**src/core/pts_regs.vh**
```
// Purpose: register map, field positions and reset values of the period timer
// Assumes: register index times four gives the wishbone byte address
// Notes:   definitions only
`ifndef PTS_REGS_VH
`define PTS_REGS_VH

// ----------------------------------------------------------------------------
// register indices
// ----------------------------------------------------------------------------
`define PTS_IDX_FLAGS    8'h0c
`define PTS_IDX_COUNT    8'h11
`define PTS_IDX_CTRL     8'h12
`define PTS_IDX_ENABLES  8'h8c
`define PTS_IDX_LIMIT    8'h92

// ----------------------------------------------------------------------------
// field positions
// ----------------------------------------------------------------------------
`define PTS_FLAG_BIT     1
`define PTS_RUN_BIT      2
`define PTS_PRE_LSB      0
`define PTS_POST_LSB     3
`define PTS_CTRL_MASK    8'h7f

// ----------------------------------------------------------------------------
// reset values
// ----------------------------------------------------------------------------
`define PTS_RST_COUNT    8'h00
`define PTS_RST_CTRL     8'h00
`define PTS_RST_LIMIT    8'hff
`define PTS_RST_FLAGS    8'h00
`define PTS_RST_ENABLES  8'h00

// ----------------------------------------------------------------------------
// timing counts
// ----------------------------------------------------------------------------
`define PTS_INSTR_DIV    3'h4
`define PTS_PRE_DIV1     5'h01
`define PTS_PRE_DIV4     5'h04
`define PTS_PRE_DIV16    5'h10

`endif

```
**src/core/pts_timer.v**
```verilog
// Purpose: 8-bit period timer with prescaler, postscaler and wishbone registers
// Assumes: clk_i is the oscillator clock; the count ticks at clk_i / 4 divided by the prescale ratio
// Notes:   registers sit at byte address 4 * index, data in bits 7:0
//
// The Wishbone slave port was decided locally.
`timescale 1ns/10ps
`include "pts_regs.vh"

// Overview of operation
// - 8-bit counter on instruction clock, scaled both sides
// - prescale select bits 1:0 give 1, 4, 16
// - count up to limit, then wrap to zero
// - period limit resets to all ones
// - postscaler completion sets match flag, flags bit 1
// - postscale select bits 6:3 divide by value+1
// - run bit 2 gates counting
// - count/control writes and reset clear both scalers
// - control write leaves the count unchanged
// - count resets to zero, software read/write
// - raw match pulse output for serial port
// - count and match offered as pwm time base
// - control bit 7 reads zero, resets to zero
// - limit read/write, new value used at once
module pts_timer #(
    parameter ADR_W = 10
) (
    input  wire             clk_i,
    input  wire             rst_i,
    input  wire             ce_i,
    input  wire             wb_cyc_i,
    input  wire             wb_stb_i,
    input  wire             wb_we_i,
    input  wire [ADR_W-1:0] wb_adr_i,
    input  wire [31:0]      wb_dat_i,
    input  wire [3:0]       wb_sel_i,
    output wire [31:0]      wb_dat_o,
    output wire             wb_ack_o,
    output wire             irq_o,
    output wire             match_o,
    output wire [7:0]       count_o,
    output wire [7:0]       limit_o
);

    // ------------------------------------------------------------------------
    // registers
    // ------------------------------------------------------------------------
    reg  [7:0] count_r;
    reg  [7:0] ctrl_r;
    reg  [7:0] limit_r;
    reg        flag_r;
    reg        irq_en_r;
    reg  [1:0] phase_r;
    reg  [4:0] pre_cnt_r;
    reg  [3:0] post_cnt_r;
    reg        match_r;
    reg        ack_r;
    reg  [7:0] rdat_r;

    // ------------------------------------------------------------------------
    // bus decode
    // ------------------------------------------------------------------------
    wire [7:0] idx    = wb_adr_i[9:2];
    wire       req    = wb_cyc_i & wb_stb_i;
    wire       wr_en  = req & ack_r & wb_we_i & wb_sel_i[0];
    wire       wr_cnt = wr_en & (idx == `PTS_IDX_COUNT);
    wire       wr_ctl = wr_en & (idx == `PTS_IDX_CTRL);
    wire       wr_lim = wr_en & (idx == `PTS_IDX_LIMIT);
    wire       wr_flg = wr_en & (idx == `PTS_IDX_FLAGS);
    wire       wr_ena = wr_en & (idx == `PTS_IDX_ENABLES);

    // prescale ratio from the select field
    function [4:0] pre_div;
        input [1:0] sel;
        begin
            case (sel)
                2'h0:    pre_div = `PTS_PRE_DIV1;
                2'h1:    pre_div = `PTS_PRE_DIV4;
                default: pre_div = `PTS_PRE_DIV16;
            endcase
        end
    endfunction

    function [7:0] read_mux;
        input [7:0] sel;
        begin
            case (sel)
                `PTS_IDX_FLAGS:   read_mux = {6'h00, flag_r, 1'b0};
                `PTS_IDX_COUNT:   read_mux = count_r;
                `PTS_IDX_CTRL:    read_mux = ctrl_r & `PTS_CTRL_MASK;
                `PTS_IDX_ENABLES: read_mux = {6'h00, irq_en_r, 1'b0};
                `PTS_IDX_LIMIT:   read_mux = limit_r;
                default:          read_mux = 8'h00;
            endcase
        end
    endfunction

    // ------------------------------------------------------------------------
    // timer datapath
    // ------------------------------------------------------------------------
    wire       run      = ctrl_r[`PTS_RUN_BIT];
    wire [3:0] post_sel = ctrl_r[`PTS_POST_LSB+3:`PTS_POST_LSB];
    wire [1:0] pre_sel  = ctrl_r[`PTS_PRE_LSB+1:`PTS_PRE_LSB];
    wire       tick     = (phase_r == 2'h3);
    wire       inc      = run & tick &
                          (pre_cnt_r == pre_div(pre_sel) - 5'h01);
    wire       hit      = inc & (count_r == limit_r);
    wire       post_done = hit & (post_cnt_r == post_sel);
    wire       scl_clr  = wr_cnt | wr_ctl;

    always @(posedge clk_i) begin
        if (rst_i) begin
            count_r    <= `PTS_RST_COUNT;
            ctrl_r     <= `PTS_RST_CTRL;
            limit_r    <= `PTS_RST_LIMIT;
            flag_r     <= 1'b0;
            irq_en_r   <= 1'b0;
            phase_r    <= 2'h0;
            pre_cnt_r  <= 5'h00;
            post_cnt_r <= 4'h0;
            match_r    <= 1'b0;
            ack_r      <= 1'b0;
            rdat_r     <= 8'h00;
        end else if (ce_i) begin
            phase_r <= phase_r + 2'h1;
            ack_r   <= req & ~ack_r;
            if (req & ~ack_r)
                rdat_r <= read_mux(idx);
            match_r <= hit;
            if (wr_ctl)
                ctrl_r <= wb_dat_i[7:0] & `PTS_CTRL_MASK;
            if (wr_lim)
                limit_r <= wb_dat_i[7:0];
            if (wr_ena)
                irq_en_r <= wb_dat_i[`PTS_FLAG_BIT];
            if (wr_cnt)
                count_r <= wb_dat_i[7:0];
            else if (hit)
                count_r <= 8'h00;
            else if (inc)
                count_r <= count_r + 8'h01;
            if (scl_clr) begin
                pre_cnt_r  <= 5'h00;
                post_cnt_r <= 4'h0;
            end else if (run & tick) begin
                pre_cnt_r <= inc ? 5'h00 : pre_cnt_r + 5'h01;
                if (hit)
                    post_cnt_r <= post_done ? 4'h0 : post_cnt_r + 4'h1;
            end
            // a completion in the clearing cycle wins over the clear
            if (post_done)
                flag_r <= 1'b1;
            else if (wr_flg & wb_dat_i[`PTS_FLAG_BIT])
                flag_r <= 1'b0;
        end
    end

    // ------------------------------------------------------------------------
    // outputs
    // ------------------------------------------------------------------------
    assign wb_ack_o = ack_r;
    assign wb_dat_o = {24'h000000, rdat_r};
    assign irq_o    = flag_r & irq_en_r;
    assign match_o  = match_r;
    assign count_o  = count_r;
    assign limit_o  = limit_r;

endmodule // pts_timer

```
**config.mk**
```make
export PLATFORM = sky130hd
export DESIGN_NAME = pts_timer
export DESIGN_NICKNAME = d
export VERILOG_FILES = /design/src/core/pts_timer.v
export VERILOG_INCLUDE_DIRS = /design/src /design/src/core
export SDC_FILE = /design/constraint.sdc
export NUM_CORES = 1
export LEC_CHECK = 0
export BUFFER_PORTS_ARGS = -buffer_cell sky130_fd_sc_hd__buf_2
export CORE_MARGIN = 5
export CORE_UTILIZATION = 35
export DETAILED_ROUTE_END_ITERATION = 16
export PLACE_DENSITY_LB_ADDON = 0.15
export SLEW_MARGIN = 30
export SYNTH_ARGS = -nofsm -noshare
export SYNTH_HDL_FRONTEND = slang
export SYNTH_SLANG_ARGS = --single-unit
```
**constraint.sdc**
```tcl
create_clock -name clk_i -period 2.3 [get_ports clk_i]
set_input_delay 0.23 -clock clk_i [delete_from_list [all_inputs] [get_ports clk_i]]
set_output_delay 0.23 -clock clk_i [all_outputs]
set_load 0.05 [all_outputs]
```
==> flow_summary.ini, run 1 <==
[yosys]
post_synth_main_area_contributors = dfxtp_1 (35%), buf_4 (6.8%), nand2_1 (4.3%), mux2i_1 (4.2%), nor2_1 (3.8%)
netlist_top_cells_count = dfxtp_1 (46), nand2_1 (30), nor2_1 (27), buf_4 (24), nand3_1 (14)
synth_top_cell_by_area = dfxtp_1
synth.most_common_cell = dfxtp_1
synth_top_area_frac = 0.349
synth-seq-cells = 46
count_of_flip_flops_with_a_built_in_enable_after_synthesis = 0
syn-cell-area_sq_um = 2640
syn_area_per_cell_sq_um = 8.35
synth-seq-area-share = 0.349
ys_async_sr_fraction = 0
dominantRegCellSynth = dfxtp_1
syn_inst = 316
synthDistinctLibCells = 46
synthesis.yosys.warnings = 0

[hold_path]
hp-class = input port to register
worst_hold_path.num_cells = 3

[worst_setup_path]
worst-path-max-fanout = 4
timing_worst_setup_path_type = register to register
rr_worst_depth = 10
start_kind = register
end_kind = register
cp_data_arrival_time_ns = 2.48
timing.critical_path.required_ns = 2.54

[routing]
route.antenna.remaining_nets = 0
total_number_of_vias = 2506
vias_per_cell = 5.21
drt-wirelength-per-cell_microns = 15.9
wirelength_mm = 7.63
drt_iter0_markers = 165
drc = 0
detailedRoute.firstPassIterationCount = 4

[global_route]
grt_start_max_net_pins = 28
wire_length_of_the_first_global_routing_pass_mm = 12.2
gr-total-overflow = 0
groute.usage.overall = 0.155
first_global_vias = 2407
grt_antenna_before_repair = 0

[sta]
final_hold_viol_count = 0
setup_slack_ns = 0.0651
final.min_clock_period_ns = 2.23
fmax_mhz = 447
timing.setup.tns_ns = 0
tightestPinTransition_ns = 0.591
grt_setup_unrepaired = true
setup_viol_count_final = 0
report.final.slew_viol_count = 0
finalClockSkew_ns = 0.0120
max-slew-margin-rel = 0.601
min_period_over_period = 0.972

[cts]
clock_buffers_created_by_tritoncts = 5
clock_sinks = 46
clock_tree.root_cell = clkbuf_8
cts_tree = built
clock_tree.buffer_depth = 2
htree_num_levels = 2
worst_setup_hold_path_clk_slew_ns = 0.10
clock_latency_ns = 0.30
cts_hold_buffers = 0

[floorplan]
placementRows = 31
die_w_microns = 96.9
core_area_sq_um = 7290
fp.dieArea_sq_um = 9380
io_pins = 103
die_h_microns = 96.9
start_util = 0.362

[placed_design]
buffer_ports.inserted = 49
dp.final_hpwl_mm = 5.57
gpl_wtd_cong = 0.763
placement.setup.worst_slack_ns = -0.0351

[final_layout]
insertedDiodeCount = 0
layout-drive-gt1-share = 0.285
finish.utilization = 0.452
layout_net_count = 438
fillers = 748
layout-area-overhead-vs-synth_pct = 24.8

[status]
run_status = complete, no violations

[power]
cellPowerDensity_nw_per_um2 = 459
vdd_ir_drop_max_uv = 281
p_leak_uw = 0.00140

[job]
timing.max_cap.violations = 0
==> cells by family after synthesis <==
family                   count (synthesis)  share of synthesized area
adder cells (fa/ha/maj)                  5                     0.0237
flip-flops                              46                      0.349
other                                    1                    0.00142
AO/OA/AOI/OAI                           63                      0.179
XOR/XNOR                                20                     0.0664
AND/OR/NAND/NOR                        123                      0.233
multiplexers                            11                     0.0417
buffers and inverters                   47                      0.106
==> registers in the layout, summed over array words and instances, names as in the netlist, 2 cells and up <==
| signal | flops |
|---|---|
| pre_cnt_r | 5 |
| post_cnt_r | 4 |
| limit_o | 8 |
| ctrl_r | 7 |
| rdat_r | 8 |
| phase_r | 2 |
| count_o | 8 |
==> final cells by class <==
class / instances / area [sq um] / area share
Clock buffer: 5 / 68.8 / 0.0209
Clock inverter: 3 / 23.8 / 0.00722
Inverter: 6 / 22.5 / 0.00684
Multi-Input combinational cell: 246 / 1670 / 0.507
Sequential cell: 46 / 923 / 0.280
Tap cell: 99 / 124 / 0.0376
Timing Repair Buffer: 76 / 463 / 0.141
==> layout by cell type, fill, tap and decap left out, types with 4 or more instances in the layout <==
cell type and count:
a21oi_1 8, a222oi_1 6, a22oi_1 4, a2bb2oi_1 6, and3_1 13, buf_2 49
buf_4 23, buf_6 4, clkbuf_8 5, conb_1 24, dfxtp_1 44, ha_1 4
inv_1 6, mux2i_1 10, nand2_1 29, nand2b_1 5, nand3_1 14, nand4_1 6
nor2_1 27, nor3_1 6, nor4_1 5, o21ai_0 5, xnor2_1 11, xor2_1 8
==> metal layers <==
layer  wire length [microns]  track usage  vias up
li1                        -            -     1227
met1                    3630        0.220     1164
met2                    3310        0.233      104
met3                     583       0.0410       11
met4                     114       0.0410        0
met5                       0            0        -
==> through the flow <==
step	cell area, sq um	power (uW)	hold WS [ns]	cells
2_1_floorplan	2730	987	0.354	339
4_1_cts	3150	1520	0.156	480
3_3_place_gp	3010	1000	0.456	469
3_5_place_dp	3010	1000	0.460	469
6_report	3290	1510	0.176	481
5_1_grt	3290	1560	0.194	481
==> worst paths after layout <==
| kind | to | slack, ns | from |
|---|---|---|---|
| max reg2reg | post_cnt_r[3] | 0.07 | ctrl_r[1] |
| max | post_cnt_r[3] | 0.07 | ctrl_r[1] |
| min reg2reg | match_o | 0.48 | match_o |
| min | limit_o[7] | 0.18 | wb_dat_i[7] |
==> worst max-delay path, cell delays in order (launching register included) <==
cell and delay (ns):
dfxtp_2 0.35, buf_6 0.11, nand2b_4 0.14, ha_4 0.16, xor2_2 0.14, or3_1 0.33
a21oi_2 0.21, buf_6 0.15, a21oi_4 0.06, or4_1 0.40, a21oi_1 0.13
==> timing repair <==
action,CTS,global route
buffers inserted,3,0
pin swaps,4,6
cloned,0,1
gates resized for setup,6,28
endpoints found under the hold margin,0,0
setup endpoints to repair,4,12
==> power by group <==
part / leakage [uW] / switching (uW) / internal (uW)
Clock: 0.0000408 / 308 / 218
Combinational: 0.000987 / 150 / 32.3
Sequential: 0.000372 / 3.37 / 802
Total: 0.00140 / 461 / 1050
(Power assumes the default switching activity.)
==> inputs of run 2 (changes only) <==
CORE_UTILIZATION = 44   (was 35)
==> run 2 against run 1 <==
  * Cell count fell by 5.8%
  * Die area fell by 18%
  * Clock power rose by 2%
  * Clock skew fell by 0.0044 ns
  * Worst setup slack got worse by 0.051 ns
  * Combinational power barely moved
==> flow_summary.ini, run 2 (synthesis results as in run 1) <==
[worst_setup_path]
timing.critical_path.required_ns = 2.55
start_kind = register
worst_path_dominant_cell_family = simple AND/OR/NAND/NOR gates
cp_cell_sequence = buf_6, nand2b_4, ha_4, xor2_2, or3_4, a21oi_4, buf_6, a21oi_2, or4_4, a21oi_2
critical_path.n_buffers_inverters = 2
timing_worst_setup_path_type = register to register
end_kind = register
cpMaxStageDelayCell = or4_4
worst_stage_delay_on_the_critical_path_ns = 0.42
worst-path-max-fanout = 5
cp_data_arrival_time_ns = 2.53

[placed_design]
gpl_wtd_cong = 0.850
buffer_ports.inserted = 49
dp.final_hpwl_mm = 5.40
post-place-cells = 444

[global_route]
groute.usage.overall = 0.192
grt_start_max_net_pins = 27
first_global_vias = 2237
gr-total-overflow = 0
wire_length_of_the_first_global_routing_pass_mm = 11.4
grt_antenna_before_repair = 0

[final_layout]
layout-drive-gt1-share = 0.254
layout.cells.most_common = buf_2
insertedDiodeCount = 0
fillers = 577
sequential_cell_area_sq_um = 923
multi_input_gate_area_in_the_final_layout_sq_um = 1610
final-instance-count-excl-fill = 453
layout_net_count = 434
layout-area-overhead-vs-synth_pct = 20.0
finish.utilization = 0.538
leading_cell_types_in_the_layout_fill_and_taps_excluded = buf_2 (49), dfxtp_1 (44), nand2_1 (30), nor2_1 (27), conb_1 (24)

[routing]
vias_per_cell = 5.57
detailedRoute.firstPassIterationCount = 9
drc = 0
route.antenna.remaining_nets = 0
wirelength_mm = 7.22
drt_iter0_markers = 250
total_number_of_vias = 2522
drt-wirelength-per-cell_microns = 15.9

[cts]
clock_latency_ns = 0.31
clock_tree.root_cell = clkbuf_8
htree_num_levels = 2
clock_sinks = 46
clock_tree.buffer_depth = 2
clock_buffers_created_by_tritoncts = 5
cts_hold_buffers = 0
cts_tree = built
worst_setup_hold_path_clk_slew_ns = 0.09

[sta]
max-slew-margin-rel = 0.593
setup_viol_count_final = 0
finalClockSkew_ns = 0.00760
final.min_clock_period_ns = 2.29
grt_setup_unrepaired = true
report.final.slew_viol_count = 0
final.hold.worst_slack_ns = 0.175
final_hold_viol_count = 0
min_period_over_period = 0.994
tightestPinTransition_ns = 0.602
fmax_mhz = 438

[floorplan]
core_area_sq_um = 5890
fp.dieArea_sq_um = 7650
start_util = 0.449
die_w_microns = 87.5
io_pins = 103
placementRows = 28
die_h_microns = 87.5

[power]
clkPwrFrac = 0.352
combinationalPowerShare = 0.118
netSwitchingPower_uw = 466
vdd_ir_drop_max_uv = 273
p_seq_frac = 0.530
intPower_uw = 1050
cellPowerDensity_nw_per_um2 = 479
design_power_total_uw = 1520
switching_share = 0.306
p_leak_uw = 0.00137

[status]
run_status = complete, no violations

[hold_path]
hp-class = input port to register

[job]
timing.max_cap.violations = 0
==> run 2: cell types whose count changed in the layout (fill, tap and decap cells not counted), sizes merged <==
cell and change:
clkinv +1, buf -4, clkinvlp -1
==> run 2: area by class of cell <==
cell class,instances,area share
multi-input cells,246,0.508
clock buffers,5,0.0217
inverters,6,0.00711
flip-flops and latches,46,0.291
repair buffers,72,0.134
well taps,75,0.0296
clock inverters,3,0.00790
==> run 2: worst min-delay path: cells and delay by family <==
| kind | cells | cell delay (ns) |
|---|---|---|
| and+or+nand+nor | 2 | 0.11 |
| buffers and inverters | 1 | 0.11 |
==> run 2: metrics by stage <==
stage | TNS [ns] | setup slack (ns) | instance area, sq um
floorplan | 0 | 0.0163 | 2730
global placement | -0.709 | -0.139 | 2980
detailed placement | -1.18 | -0.201 | 2980
CTS | 0 | 0.00760 | 3120
global route | -0.142 | -0.0815 | 3170
finish | 0 | 0.0144 | 3170
==> run 2: timing repair <==
item | 4_1_cts | 5_1_grt
gates resized for setup | 10 | 7
pin swaps | 5 | 3
buffers inserted | 0 | 1
setup endpoints to repair | 10 | 10
==> run 2: power groups by stage <==
stage          clock network [uW]  registers (uW)  logic, uW
2_1_floorplan                   0             832        155
3_3_place_gp                    0             824        176
3_5_place_dp                    0             824        176
4_1_cts                       545             805        177
5_1_grt                       578             806        191
6_report                      535             805        179
==> run 2: path summary, 6_finish.rpt <==
path                             startpoint             to  slack, ns  cells after the start
worst max register to register    ctrl_r[1]  post_cnt_r[3]       0.01                     10
worst min register to register      match_o        match_o       0.47                      2
worst min-delay path            wb_dat_i[0]     limit_o[0]       0.18                      3
worst max-delay path              ctrl_r[1]  post_cnt_r[3]       0.01                     10
==> run 2: per-layer routing <==
metal / up-vias / GRT usage / share of wire
li1: 1215 / - / -
met5: - / 0 / 0
met1: 1196 / 0.281 / 0.47
met4: 0 / 0.0628 / 0.014
met3: 10 / 0.0369 / 0.085
met2: 101 / 0.280 / 0.43
==> inputs of run 3 (changes only) <==
CAP_MARGIN = 40   (was default)
RECOVER_POWER = 50   (was default)
==> run 3 against run 2 <==
  * Non-clock buffer count unchanged
  * Global-route usage did not move
  * Register-to-register slack hardly changed
  * Clock skew barely moved
  * Critical path type unchanged
==> flow_summary.ini, run 3 (synthesis results as in run 1) <==
[power]
p_seq_frac = 0.529
intPower_uw = 1050
vdd_ir_drop_max_uv = 273
design_power_total_uw = 1520
clkPwrFrac = 0.354
switching_share = 0.308
netSwitchingPower_uw = 469
p_leak_uw = 0.00128
cellPowerDensity_nw_per_um2 = 485
combinationalPowerShare = 0.117

[global_route]
gr-total-overflow = 0
grt_antenna_before_repair = 0
first_global_vias = 2237
grt_start_max_net_pins = 27
wire_length_of_the_first_global_routing_pass_mm = 11.4
groute.usage.overall = 0.192

[cts]
clock_buffers_created_by_tritoncts = 5
cts_tree = built
clock_tree.buffer_depth = 2
worst_setup_hold_path_clk_slew_ns = 0.09
clock_latency_ns = 0.31
htree_num_levels = 2
clock_tree.root_cell = clkbuf_8
clock_sinks = 46

[worst_setup_path]
worst-path-max-fanout = 5
start_kind = register
cp_data_arrival_time_ns = 2.53
end_kind = register
timing_worst_setup_path_type = register to register
timing.critical_path.required_ns = 2.55

[floorplan]
io_pins = 103
fp.dieArea_sq_um = 7650
placementRows = 28
core_area_sq_um = 5890
die_w_microns = 87.5
start_util = 0.449
die_h_microns = 87.5

[final_layout]
final-instance-count-excl-fill = 453
fin_area_sq_um = 3140
layout.cells.most_common = dfxtp_1
layout-area-overhead-vs-synth_pct = 18.8
leading_cell_types_in_the_layout_fill_and_taps_excluded = dfxtp_1 (44), nand2_1 (30), nor2_1 (27), clkbuf_1 (27), conb_1 (24)
insertedDiodeCount = 0
layout-drive-gt1-share = 0.183
layout_net_count = 434

[sta]
grt_setup_unrepaired = true
fmax_mhz = 438
final.hold.worst_slack_ns = 0.172
tightestPinTransition_ns = 0.603
report.final.slew_viol_count = 0
finalClockSkew_ns = 0.00721
setup_viol_count_final = 0
final.min_clock_period_ns = 2.28
final_hold_viol_count = 0
min_period_over_period = 0.993
max-slew-margin-rel = 0.593

[routing]
detailedRoute.firstPassIterationCount = 5
drt-wirelength-per-cell_microns = 16.0
route.antenna.remaining_nets = 0
vias_per_cell = 5.51
wirelength_mm = 7.24
drc = 0
total_number_of_vias = 2496
drt_iter0_markers = 228

[placed_design]
gpl_wtd_cong = 0.850
buffer_ports.inserted = 49
post-place-cells = 444
detailed_place.area_sq_um = 2980
dp.final_hpwl_mm = 5.40

[job]
timing.max_cap.violations = 0

[status]
run_status = complete, no violations

[hold_path]
hp-class = input port to register
## run 3: per-stage QoR
stage | setup WS (ns) | utilization | setup TNS [ns]
6_report | 0.0155 | 0.533 | 0
5_1_grt | -0.0815 | 0.533 | -0.142
4_1_cts | 0.00760 | 0.530 | 0
3_5_place_dp | -0.201 | 0.506 | -1.18
3_3_place_gp | -0.139 | 0.506 | -0.709
2_1_floorplan | 0.0163 | - | 0
## run 3: what timing repair did
action / 4_1_cts / 5_1_grt
endpoints found under the setup margin: 10 / 10
hold buffers: 0 / 0
pin swaps: 5 / 3
resized for setup: 10 / 7
buffers inserted: 0 / 1
endpoints found under the hold margin: 0 / 0
## run 3: worst max-delay path: stages (launching register included)
cell,delay (ns)
dfxtp_2,0.34
buf_6,0.11
nand2b_4,0.14
ha_4,0.17
xor2_2,0.14
or3_4,0.34
a21oi_4,0.22
buf_6,0.15
a21oi_2,0.06
or4_4,0.42
a21oi_2,0.14
## run 3: power groups by stage
| stage | Clock [uW] | Combinational, uW | Sequential [uW] |
|---|---|---|---|
| 3_5_place_dp | 0 | 176 | 824 |
| 5_1_grt | 578 | 190 | 806 |
| 2_1_floorplan | 0 | 155 | 832 |
| 6_report | 538 | 179 | 805 |
| 3_3_place_gp | 0 | 176 | 824 |
| 4_1_cts | 545 | 177 | 805 |
## run 3: final timing paths
path                     from            end  slack [ns]  cells past startpoint
hold reg to reg       match_o        match_o        0.47                      2
setup reg to reg    ctrl_r[1]  post_cnt_r[3]        0.02                     10
setup / recovery    ctrl_r[1]  post_cnt_r[3]        0.02                     10
hold / removal    wb_dat_i[0]     limit_o[0]        0.17                      3
## run 3: area by class of cell
type                            count  area, sq um
Clock buffer                        5         68.8
Clock inverter                      3         25.0
Fill cell                         586         2750
Inverter                            6         22.5
Multi-Input combinational cell    246         1610
Sequential cell                    46          923
Tap cell                           75         93.8
Timing Repair Buffer               72          392
## run 3: routing by layer
| metal | part of all wire | track usage | vias up | wire, microns |
|---|---|---|---|---|
| met2 | 0.43 | 0.280 | 94 | 3110 |
| met4 | 0.012 | 0.0628 | 0 | 90 |
| met1 | 0.48 | 0.281 | 1172 | 3450 |
| li1 | - | - | 1222 | - |
| met5 | 0 | 0 | - | 0 |
| met3 | 0.080 | 0.0369 | 8 | 582 |
